## src/shared/supervisor_pkg.sv

```systemverilog
// Shared constants, types and register map for the monitoring case supervisor
package supervisor_pkg;

  // ----------------------------------------------------------------
  // Sizes
  // ----------------------------------------------------------------
  localparam int NCASE  = 16;
  localparam int CASE_W = 4;
  localparam int ADDR_W = 4;
  localparam int DATA_W = 32;

  // ----------------------------------------------------------------
  // Consecutive-detection limits and table reset values
  // ----------------------------------------------------------------
  localparam logic [4:0]       MIN_SCANS   = 5'h02;
  localparam logic [4:0]       MAX_SCANS   = 5'h10;
  localparam logic [4:0]       RST_SCANS   = 5'h02;
  localparam logic [NCASE-1:0] DEFINED_RST = 16'hffff;

  // ----------------------------------------------------------------
  // Timing: delay when leaving park for another case
  // ----------------------------------------------------------------
  localparam int CLK_NS        = 8;
  localparam int PARK_EXIT_NS  = 80000;
  localparam int PARK_EXIT_CYC = (PARK_EXIT_NS / CLK_NS) < 1 ? 1 : (PARK_EXIT_NS / CLK_NS);

  // ----------------------------------------------------------------
  // Register offsets (word index on the plain register port)
  // ----------------------------------------------------------------
  localparam logic [ADDR_W-1:0] OFS_CTRL     = 4'h0;
  localparam logic [ADDR_W-1:0] OFS_DEFINED  = 4'h1;
  localparam logic [ADDR_W-1:0] OFS_TBL_IDX  = 4'h2;
  localparam logic [ADDR_W-1:0] OFS_TBL_DATA = 4'h3;
  localparam logic [ADDR_W-1:0] OFS_STATUS   = 4'h4;
  localparam logic [ADDR_W-1:0] OFS_IRQ_STAT = 4'h5;
  localparam logic [ADDR_W-1:0] OFS_IRQ_CLR  = 4'h6;
  localparam logic [ADDR_W-1:0] OFS_IRQ_EN   = 4'h7;

  // Control field positions
  localparam int CTRL_MODE_LSB   = 0;
  localparam int CTRL_SHARED_BIT = 3;
  localparam int CTRL_LINK_BIT   = 4;
  localparam int CTRL_CLRF_BIT   = 5;

  // Status field positions
  localparam int ST_CASE_LSB  = 0;
  localparam int ST_CNT_LSB   = 4;
  localparam int ST_STATE_LSB = 9;
  localparam int ST_FAULT_BIT = 13;
  localparam int ST_UNDEF_BIT = 14;
  localparam int ST_OUT_BIT   = 15;
  localparam int ST_LASER_BIT = 16;

  // Interrupt bits
  localparam int IRQ_W       = 4;
  localparam int IRQ_SEQ     = 0;
  localparam int IRQ_UNDEF   = 1;
  localparam int IRQ_TRIP    = 2;
  localparam int IRQ_PARKSTB = 3;

  // ----------------------------------------------------------------
  // Types
  // ----------------------------------------------------------------
  typedef enum logic [2:0] {
    SEQ_ARBITRARY = 3'b001,
    SEQ_UNIQUE    = 3'b010,
    SEQ_ALT       = 3'b100
  } seq_mode_e;

  typedef enum logic [3:0] {
    ST_RUN     = 4'b0001,
    ST_PARK    = 4'b0010,
    ST_WAKE    = 4'b0100,
    ST_STANDBY = 4'b1000
  } op_state_e;

  typedef struct packed {
    logic [CASE_W-1:0] succ_b;
    logic [CASE_W-1:0] succ_a;
    logic              park;
    logic [4:0]        scans;
  } case_entry_s;

  localparam case_entry_s ENTRY_RST = '{succ_b: 4'h0, succ_a: 4'h0, park: 1'b0, scans: RST_SCANS};

  typedef struct packed {
    logic [ADDR_W-1:0] addr;
    logic [DATA_W-1:0] wdata;
    logic              wr;
    logic              rd;
  } reg_req_s;

endpackage

```

## src/design/monitoring_case_supervisor.sv

```systemverilog
// Safety output supervisor: detection filter, case sequence check, park and stand-by
`timescale 1ns/1ps

// Summary of operation
// - Consecutive-detection count is held between 2 and 16 scans.
// - Each monitoring case keeps its own count; the active case's count applies.
// - Arbitrary mode accepts a change to any defined case.
// - Unique mode accepts a change only to the one configured successor.
// - Alternative mode accepts a change only to one of two successors.
// - Park or stand-by forces safety outputs OFF and the emitter off.
// - Shared outputs go OFF when either linked scanner parks or stands by.
// - Separate outputs ignore the partner scanner's park or stand-by.
// - Park is entered when the active case is marked as park case.
// - Leaving park waits the response time before the new case acts.
// - The dedicated stand-by input, when high, puts the device in stand-by.
// - A stand-by command from the safety link also enters stand-by.
// - Stand-by occupies no monitoring case slot.
// - Detection turns outputs OFF only after the configured run of consecutive detections.
// - Undefined case selection drives the safety outputs OFF.
module monitoring_case_supervisor
  import supervisor_pkg::*;
#(
  parameter int PARK_EXIT_CYCLES = PARK_EXIT_CYC
)(
  input  wire logic              ref_clk,
  input  wire logic              resetn,
  input  wire reg_req_s          reg_req,
  output logic [DATA_W-1:0]      reg_rdata,
  input  wire logic              scan_strobe,
  input  wire logic              scan_hit,
  input  wire logic              case_valid,
  input  wire logic [CASE_W-1:0] case_select,
  input  wire logic              standby_request_input,
  input  wire logic              link_standby_cmd,
  input  wire logic              partner_park_standby,
  output logic                   safety_switch_output,
  output logic                   laser_enable,
  output logic                   park_standby_state,
  output logic                   irq
);

  // ----------------------------------------------------------------
  // Register port decode
  // ----------------------------------------------------------------
  logic [2:0]        mode_ff;
  logic              shared_ff, link_en_ff;
  logic [NCASE-1:0]  defined_ff;
  logic [CASE_W-1:0] tbl_idx_ff;
  logic [IRQ_W-1:0]  irq_stat_ff, irq_en_ff, nxt_irq_stat, irq_ev;
  logic [DATA_W-1:0] rdata_ff, nxt_rdata;
  wire  wr_ctrl = reg_req.wr && (reg_req.addr == OFS_CTRL);
  wire  wr_def  = reg_req.wr && (reg_req.addr == OFS_DEFINED);
  wire  wr_idx  = reg_req.wr && (reg_req.addr == OFS_TBL_IDX);
  wire  wr_tbl  = reg_req.wr && (reg_req.addr == OFS_TBL_DATA);
  wire  wr_clr  = reg_req.wr && (reg_req.addr == OFS_IRQ_CLR);
  wire  wr_en   = reg_req.wr && (reg_req.addr == OFS_IRQ_EN);
  wire  clr_fault = wr_ctrl && reg_req.wdata[CTRL_CLRF_BIT];

  // Software-written configuration
  always_ff @(posedge ref_clk or negedge resetn)
  begin
    if (!resetn)
    begin
      mode_ff    <= SEQ_ARBITRARY;
      shared_ff  <= 1'b0;
      link_en_ff <= 1'b0;
      defined_ff <= DEFINED_RST;
      tbl_idx_ff <= '0;
      irq_en_ff  <= '0;
    end
    else
    begin
      if (wr_ctrl)
      begin
        mode_ff    <= reg_req.wdata[CTRL_MODE_LSB +: 3];
        shared_ff  <= reg_req.wdata[CTRL_SHARED_BIT];
        link_en_ff <= reg_req.wdata[CTRL_LINK_BIT];
      end
      if (wr_def)
        defined_ff <= reg_req.wdata[NCASE-1:0];
      if (wr_idx)
        tbl_idx_ff <= reg_req.wdata[CASE_W-1:0];
      if (wr_en)
        irq_en_ff <= reg_req.wdata[IRQ_W-1:0];
    end
  end

  // ----------------------------------------------------------------
  // Case table: per-case scan count, park mark and successors
  // ----------------------------------------------------------------
  logic [CASE_W-1:0] active_case_ff;
  case_entry_s       act_e, tbl_e;

  case_table #(.N(NCASE)) u_table (
    .ref_clk (ref_clk),
    .resetn  (resetn),
    .wr_en   (wr_tbl),
    .wr_idx  (tbl_idx_ff),
    .wr_data (case_entry_s'(reg_req.wdata[$bits(case_entry_s)-1:0])),
    .a_idx   (active_case_ff),
    .a_q     (act_e),
    .b_idx   (tbl_idx_ff),
    .b_q     (tbl_e)
  );

  // ----------------------------------------------------------------
  // Detection filter
  // ----------------------------------------------------------------
  logic [4:0] det_cnt_ff, nxt_det_cnt, eff_limit;
  logic       field_off;

  // clamp to range; an out-of-range entry can never weaken the filter below 2
  assign eff_limit = (act_e.scans < MIN_SCANS) ? MIN_SCANS :
                     (act_e.scans > MAX_SCANS) ? MAX_SCANS : act_e.scans;
  assign field_off = (det_cnt_ff >= eff_limit);
  assign nxt_det_cnt = !scan_strobe ? det_cnt_ff :
                       !scan_hit    ? 5'h00 :
                       (det_cnt_ff < MAX_SCANS) ? det_cnt_ff + 5'h01 : det_cnt_ff;

  always_ff @(posedge ref_clk or negedge resetn)
  begin
    if (!resetn)
      det_cnt_ff <= 5'h00;
    else
      det_cnt_ff <= nxt_det_cnt;
  end

  // ----------------------------------------------------------------
  // Case selection and sequence check
  // ----------------------------------------------------------------
  logic upd_ff, seq_fault_ff;
  wire  undef   = !case_valid || !defined_ff[case_select];
  // Table read lags one cycle after a change, so a second change waits for fresh successors
  wire  chg_req = !undef && (case_select != active_case_ff) && !upd_ff;
  wire  is_a    = (case_select == act_e.succ_a);
  wire  is_b    = (case_select == act_e.succ_b);
  wire  allowed = (mode_ff == SEQ_UNIQUE) ? is_a :
                  (mode_ff == SEQ_ALT)    ? (is_a || is_b) : 1'b1;
  wire  accept  = chg_req && allowed;
  wire  violate = chg_req && !allowed;

  // fault latch; a new violation wins over a software clear
  always_ff @(posedge ref_clk or negedge resetn)
  begin
    if (!resetn)
    begin
      active_case_ff <= '0;
      upd_ff         <= 1'b0;
      seq_fault_ff   <= 1'b0;
    end
    else
    begin
      if (accept)
        active_case_ff <= case_select;
      upd_ff       <= accept;
      seq_fault_ff <= violate || (seq_fault_ff && !clr_fault);
    end
  end

  // ----------------------------------------------------------------
  // Operating state: run, park, wake from park, stand-by
  // ----------------------------------------------------------------
  op_state_e   state_ff, nxt_state;
  logic [15:0] wake_cnt_ff;
  // stand-by sources; handled apart from the case table
  wire standby = standby_request_input || (link_en_ff && link_standby_cmd);
  wire park_req = act_e.park && !upd_ff;

  always_comb
  begin
    nxt_state = state_ff;
    case (state_ff)
      ST_RUN:
        if (standby)
          nxt_state = ST_STANDBY;
        else if (park_req)
          nxt_state = ST_PARK;
      ST_PARK:
        if (standby)
          nxt_state = ST_STANDBY;
        else if (!act_e.park && !upd_ff)
          nxt_state = ST_WAKE;
      ST_WAKE:
        if (standby)
          nxt_state = ST_STANDBY;
        else if (park_req)
          nxt_state = ST_PARK;
        else if (wake_cnt_ff <= 16'h0001)
          nxt_state = ST_RUN;
      ST_STANDBY:
        if (!standby)
          nxt_state = park_req ? ST_PARK : ST_RUN;
      default:
        nxt_state = ST_RUN;
    endcase
  end

  always_ff @(posedge ref_clk or negedge resetn)
  begin
    if (!resetn)
    begin
      state_ff    <= ST_RUN;
      wake_cnt_ff <= 16'h0000;
    end
    else
    begin
      state_ff <= nxt_state;
      if ((state_ff != ST_WAKE) && (nxt_state == ST_WAKE))
        wake_cnt_ff <= 16'(PARK_EXIT_CYCLES);
      else if (wake_cnt_ff != 16'h0000)
        wake_cnt_ff <= wake_cnt_ff - 16'h0001;
    end
  end

  // ----------------------------------------------------------------
  // Safety outputs
  // ----------------------------------------------------------------
  logic out_ff, laser_ff, ps_ff;
  wire  own_ps  = (state_ff == ST_PARK) || (state_ff == ST_STANDBY);
  // shared outputs follow partner; separate outputs ignore it
  wire  partner_off = shared_ff && partner_park_standby;
  wire  trip = field_off || seq_fault_ff || undef || partner_off || standby || (state_ff != ST_RUN);

  always_ff @(posedge ref_clk or negedge resetn)
  begin
    if (!resetn)
    begin
      out_ff   <= 1'b0;
      laser_ff <= 1'b0;
      ps_ff    <= 1'b0;
    end
    else
    begin
      out_ff   <= !trip;
      laser_ff <= !own_ps;
      ps_ff    <= own_ps;
    end
  end

  assign safety_switch_output = out_ff;
  assign laser_enable         = laser_ff;
  assign park_standby_state   = ps_ff;

  // ----------------------------------------------------------------
  // Interrupts and read-back
  // ----------------------------------------------------------------
  assign irq_ev[IRQ_SEQ]     = violate;
  assign irq_ev[IRQ_UNDEF]   = undef;
  assign irq_ev[IRQ_TRIP]    = out_ff && trip;
  assign irq_ev[IRQ_PARKSTB] = !own_ps && ((nxt_state == ST_PARK) || (nxt_state == ST_STANDBY));
  // Set wins over a clear in the same cycle
  assign nxt_irq_stat = (irq_stat_ff & ~(wr_clr ? reg_req.wdata[IRQ_W-1:0] : '0)) | irq_ev;
  assign irq = |(irq_stat_ff & irq_en_ff);

  always_comb
  begin
    nxt_rdata = '0;
    if (reg_req.rd)
      case (reg_req.addr)
        OFS_CTRL:     nxt_rdata = {26'h0, link_en_ff, shared_ff, 1'b0, mode_ff};
        OFS_DEFINED:  nxt_rdata = {16'h0, defined_ff};
        OFS_TBL_IDX:  nxt_rdata = {28'h0, tbl_idx_ff};
        OFS_TBL_DATA: nxt_rdata = {18'h0, tbl_e};
        OFS_STATUS:   nxt_rdata = {15'h0, laser_ff, out_ff, undef, seq_fault_ff, state_ff, det_cnt_ff, active_case_ff};
        OFS_IRQ_STAT: nxt_rdata = {28'h0, irq_stat_ff};
        OFS_IRQ_EN:   nxt_rdata = {28'h0, irq_en_ff};
        default:      nxt_rdata = '0;
      endcase
  end

  always_ff @(posedge ref_clk or negedge resetn)
  begin
    if (!resetn)
    begin
      irq_stat_ff <= '0;
      rdata_ff    <= '0;
    end
    else
    begin
      irq_stat_ff <= nxt_irq_stat;
      rdata_ff    <= nxt_rdata;
    end
  end

  assign reg_rdata = rdata_ff;
endmodule

```

## src/design/case_table.sv

```systemverilog
// Per-case configuration table with one write port and two registered read ports
`timescale 1ns/1ps
module case_table
  import supervisor_pkg::*;
#(
  parameter int N = NCASE
)(
  input  wire logic              ref_clk,
  input  wire logic              resetn,
  input  wire logic              wr_en,
  input  wire logic [CASE_W-1:0] wr_idx,
  input  wire case_entry_s       wr_data,
  input  wire logic [CASE_W-1:0] a_idx,
  output case_entry_s            a_q,
  input  wire logic [CASE_W-1:0] b_idx,
  output case_entry_s            b_q
);

  case_entry_s mem_ff [N];

  // ----------------------------------------------------------------
  // Storage, one entry per monitoring case
  // ----------------------------------------------------------------
  for (genvar i = 0; i < N; i++)
  begin : g_entry
    always_ff @(posedge ref_clk or negedge resetn)
    begin
      if (!resetn)
        mem_ff[i] <= ENTRY_RST;
      else if (wr_en && (wr_idx == CASE_W'(i)))
        mem_ff[i] <= wr_data;
    end
  end

  // Registered read ports: one follows the active case, one serves software
  always_ff @(posedge ref_clk or negedge resetn)
  begin
    if (!resetn)
    begin
      a_q <= ENTRY_RST;
      b_q <= ENTRY_RST;
    end
    else
    begin
      a_q <= mem_ff[a_idx];
      b_q <= mem_ff[b_idx];
    end
  end

endmodule

```

## config.mk

```make
export PLATFORM = sky130hd
export DESIGN_NAME = monitoring_case_supervisor
export DESIGN_NICKNAME = d
export VERILOG_FILES = /design/src/shared/supervisor_pkg.sv /design/src/design/monitoring_case_supervisor.sv /design/src/design/case_table.sv
export SDC_FILE = /design/constraint.sdc
export NUM_CORES = 1
export LEC_CHECK = 0
export CAP_MARGIN = 20
export CORE_ASPECT_RATIO = 1.2
export CORE_UTILIZATION = 37
export DETAILED_ROUTE_END_ITERATION = 8
export DONT_BUFFER_PORTS = 1
export SYNTH_ARGS = -nofsm -noshare
export SYNTH_HDL_FRONTEND = slang
export SYNTH_SLANG_ARGS = --single-unit
```

## constraint.sdc

```tcl
create_clock -name ref_clk -period 4.6 [get_ports ref_clk]
set_input_delay 0.23 -clock ref_clk [delete_from_list [all_inputs] [get_ports ref_clk]]
set_output_delay 0.23 -clock ref_clk [all_outputs]
set_load 0.05 [all_outputs]
```

==> out/qor.csv <==
metric,value,unit
top cell type by total area after synthesis,dfrtp_1,
multi-input logic area,0.00820,mm2
Power Total,0.00885,W
row count,85,
CP endpoint,u_table.mem_ff[191]$_DFFE_PN0P_,
worst-case headroom to the max-slew limit,13.9,%
first-pass GRT wire length,68400,um
DRT iter0 DRCs,625,
TNS Setup,0,ns
VDD IR max,0.269,mV
max-slew violations,0,
Ports,86,
Worst Hold Class,in2async,
reg2reg path depth,4,
All-Layer GR Usage,19.4,%
DRC errors left,0,
Layout fillers,4062,
"Hold-fix buffers, CTS",30,
Die H,238,um
Synth area leaders,"dfrtp_1, mux4_2, mux2_2",
CP cell instances,"buf_4, nand2b_1, or3_1, mux2_2",
reg2reg end,u_table.mem_ff[191]$_DFFE_PN0P_,
Syn-to-layout area delta,12.5,%
Setup-failing EPs final,0,
status,finished with violations,
full die area,0.0471,mm2
"Setup Fix Bufs, Post-CTS",0,
Crit. End Element,flip-flop,
port bufs,0,
Tcrit/Tclk final,62.8,%
share of layout cells above drive strength 1,46.8,%
TritonCTS clock tree,yes,
cell area after synthesis,0.0171,mm2
slowest CP cell,or3_1,
clk buf depth,3,
synth warn,0,
drt first pass iters,8,
Final nets,1217,
PD cells,460,mW/mm2
DP HPWL,27900,um
Routability Congestion,0.859,
"FFs w/ async S/R, synth",100,%
Final Hold Vio Count,321,
crit-path max FO,14,
Hold Slack,-0.593,ns
FF-to-FF setup slack,1.71,ns
Required @ worst endpoint,5.01,ns
crit-path leading delay family,simple AND/OR/NAND/NOR gates,
Max Cap Violations,0,
Worst Max-Slew Pin Slew,1.29,ns
CTS Buf Count,37,
Fmax achieved,346,MHz
WL final,43700,um
Crit path depth,4,
"Arr. time, crit path",3.30,ns
Via density,5.68,
Post-Synthesis Cells,1151,
clk sink count,336,
"Reg clk slew, reported paths",0.06,ns
most common flop cell mapped by yosys,dfrtp_1,
Yosys top cell area share,43.9,%
grt ovf,0,
Setup crit start,tbl_idx_ff[2]$_DFFE_PN0P_,
RSZ-0062 raised after global routing,no,
Final ANT Viol Nets,0,
initial core utilization,37.9,%
H-tree lvl count,2,
Setup Crit Path Kind,reg2reg,
CTS resizes,0,
violated checks,hold timing,
Synth Register Bits,336,
core area,0.0452,mm2
P_leak,8.27,nW
Horiz. Die Dim,198,um
Vias,10200,
sequential cell area,0.00846,mm2
"EDFF count, synth",0,
Netlist cell types,69,
Skew-Pair Late Insertion Delay,0.54,ns
Period minus WS final,2.89,ns
largest net degree at the start of global routing,337,
Mean Syn Cell Area,14.9,um2
skew final,0.0103,ns
worst r2r src,tbl_idx_ff[2]$_DFFE_PN0P_,
Worst path max stage delay,0.92,ns
Finished Core Util,42.6,%
vias in the first global route,10700,
sequential area share after synthesis,49.4,%
clock root buffer master,clkbuf_16,
Worst Path Buf+Inv,1,
Startpoint Class,flip-flop,
DR WL/cell,24.3,um
initial antenna violation count,3,
## through the flow
step                cells  hold slack [ns]  setup slack, ns  cell area, um2
CTS                  1796           -0.593             1.61           19200
finish               1798           -0.593             1.71           19200
global route         1797           -0.622             1.48           19200
global placement     1697          -0.0341             1.65           17700
detailed placement   1698          -0.0324             1.62           17700
floorplan            1165          -0.0656             2.41           17200
## worst min-delay path by stage
stage	to	cells past startpoint	slack (ns)	startpoint
floorplan	active_case_ff[0]$_DFFE_PN0P_	0	-0.07	resetn
global placement	det_cnt_ff[0]$_DFFE_PN0P_	0	-0.03	resetn
detailed placement	det_cnt_ff[2]$_DFFE_PN0P_	0	-0.03	resetn
CTS	reg_rdata[13]$_DFF_PN0_	0	-0.59	resetn
global route	u_table.mem_ff[103]$_DFFE_PN0P_	0	-0.62	resetn
finish	u_table.mem_ff[103]$_DFFE_PN0P_	0	-0.59	resetn
## synthesized netlist by cell type, types with 8 or more instances
master / instances
a21oi_1: 17
a222oi_1: 10
buf_1: 15
buf_2: 15
buf_4: 31
clkbuf_1: 44
dfrtp_1: 300
dfstp_2: 36
ha_1: 9
inv_1: 14
mux2_2: 260
mux4_2: 143
nand2_1: 39
nand3_1: 10
nor2_1: 44
nor2b_1: 8
nor3_1: 16
o21ai_0: 11
xnor2_1: 13
xor2_1: 12
## sequential cells by signal, indices dropped and copies added (netlist names)
name	flops
irq_en_ff	4
u_table.b_q	14
seq_fault_ff	1
mode_ff	3
active_case_ff	4
defined_ff	16
shared_ff	1
link_en_ff	1
tbl_idx_ff	4
state_ff	4
u_table.mem_ff	224
park_standby_state	1
irq_stat_ff	4
wake_cnt_ff	16
u_table.a_q	14
laser_enable	1
upd_ff	1
reg_rdata	17
det_cnt_ff	5
safety_switch_output	1
## report_power, final
| group | internal (W) | leakage [nW] | total (W) | switching (W) |
|---|---|---|---|---|
| logic | 0.00107 | 3.27 | 0.00191 | 0.000842 |
| registers | 0.00337 | 4.40 | 0.00397 | 0.000604 |
| clock network | 0.00176 | 0.599 | 0.00296 | 0.00120 |
## metal layers
layer	up-vias	routed length [um]	GRT usage (%)
li1	4396	-	-
met1	5505	19300	26.9
met2	249	21600	31.5
met3	63	1870	2.82
met4	2	975	5.40
met5	-	12	0
## layout make-up
type	count	share of cell area [%]
Sequential cell	336	44.0
Multi-Input combinational cell	709	42.6
Clock buffer	61	5.97
Tap cell	609	3.96
Timing Repair Buffer	60	2.90
Clock inverter	7	0.332
Inverter	14	0.273
Antenna cell	2	0.0260
## cells by family after synthesis
| group | count (synthesis) | share of synthesized area, % |
|---|---|---|
| adders and majority gates | 9 | 0.658 |
| muxes | 410 | 36.3 |
| AOI/OAI and AO/OA | 84 | 3.68 |
| other | 1 | 0.0219 |
| and+or+nand+nor | 166 | 5.16 |
| buffers and inverters | 120 | 3.47 |
| DFF | 336 | 49.4 |
| xor gates and xnor gates | 25 | 1.28 |
## layout by cell type, fill, tap and decap left out, types with 10 or more instances in the layout
cell type	count
clkbuf_1	13
nor2_1	42
nor3_2	11
dfstp_2	36
a222oi_1	10
mux2_2	260
dlygate4sd3_1	30
inv_1	14
nand2_1	39
clkbuf_16	39
xor2_1	12
conb_1	15
nand3_1	10
o21ai_0	11
mux4_2	143
xnor2_1	13
buf_4	28
dfrtp_1	296
a21oi_1	17
Note: power is estimated with default switching activity, not from simulation.
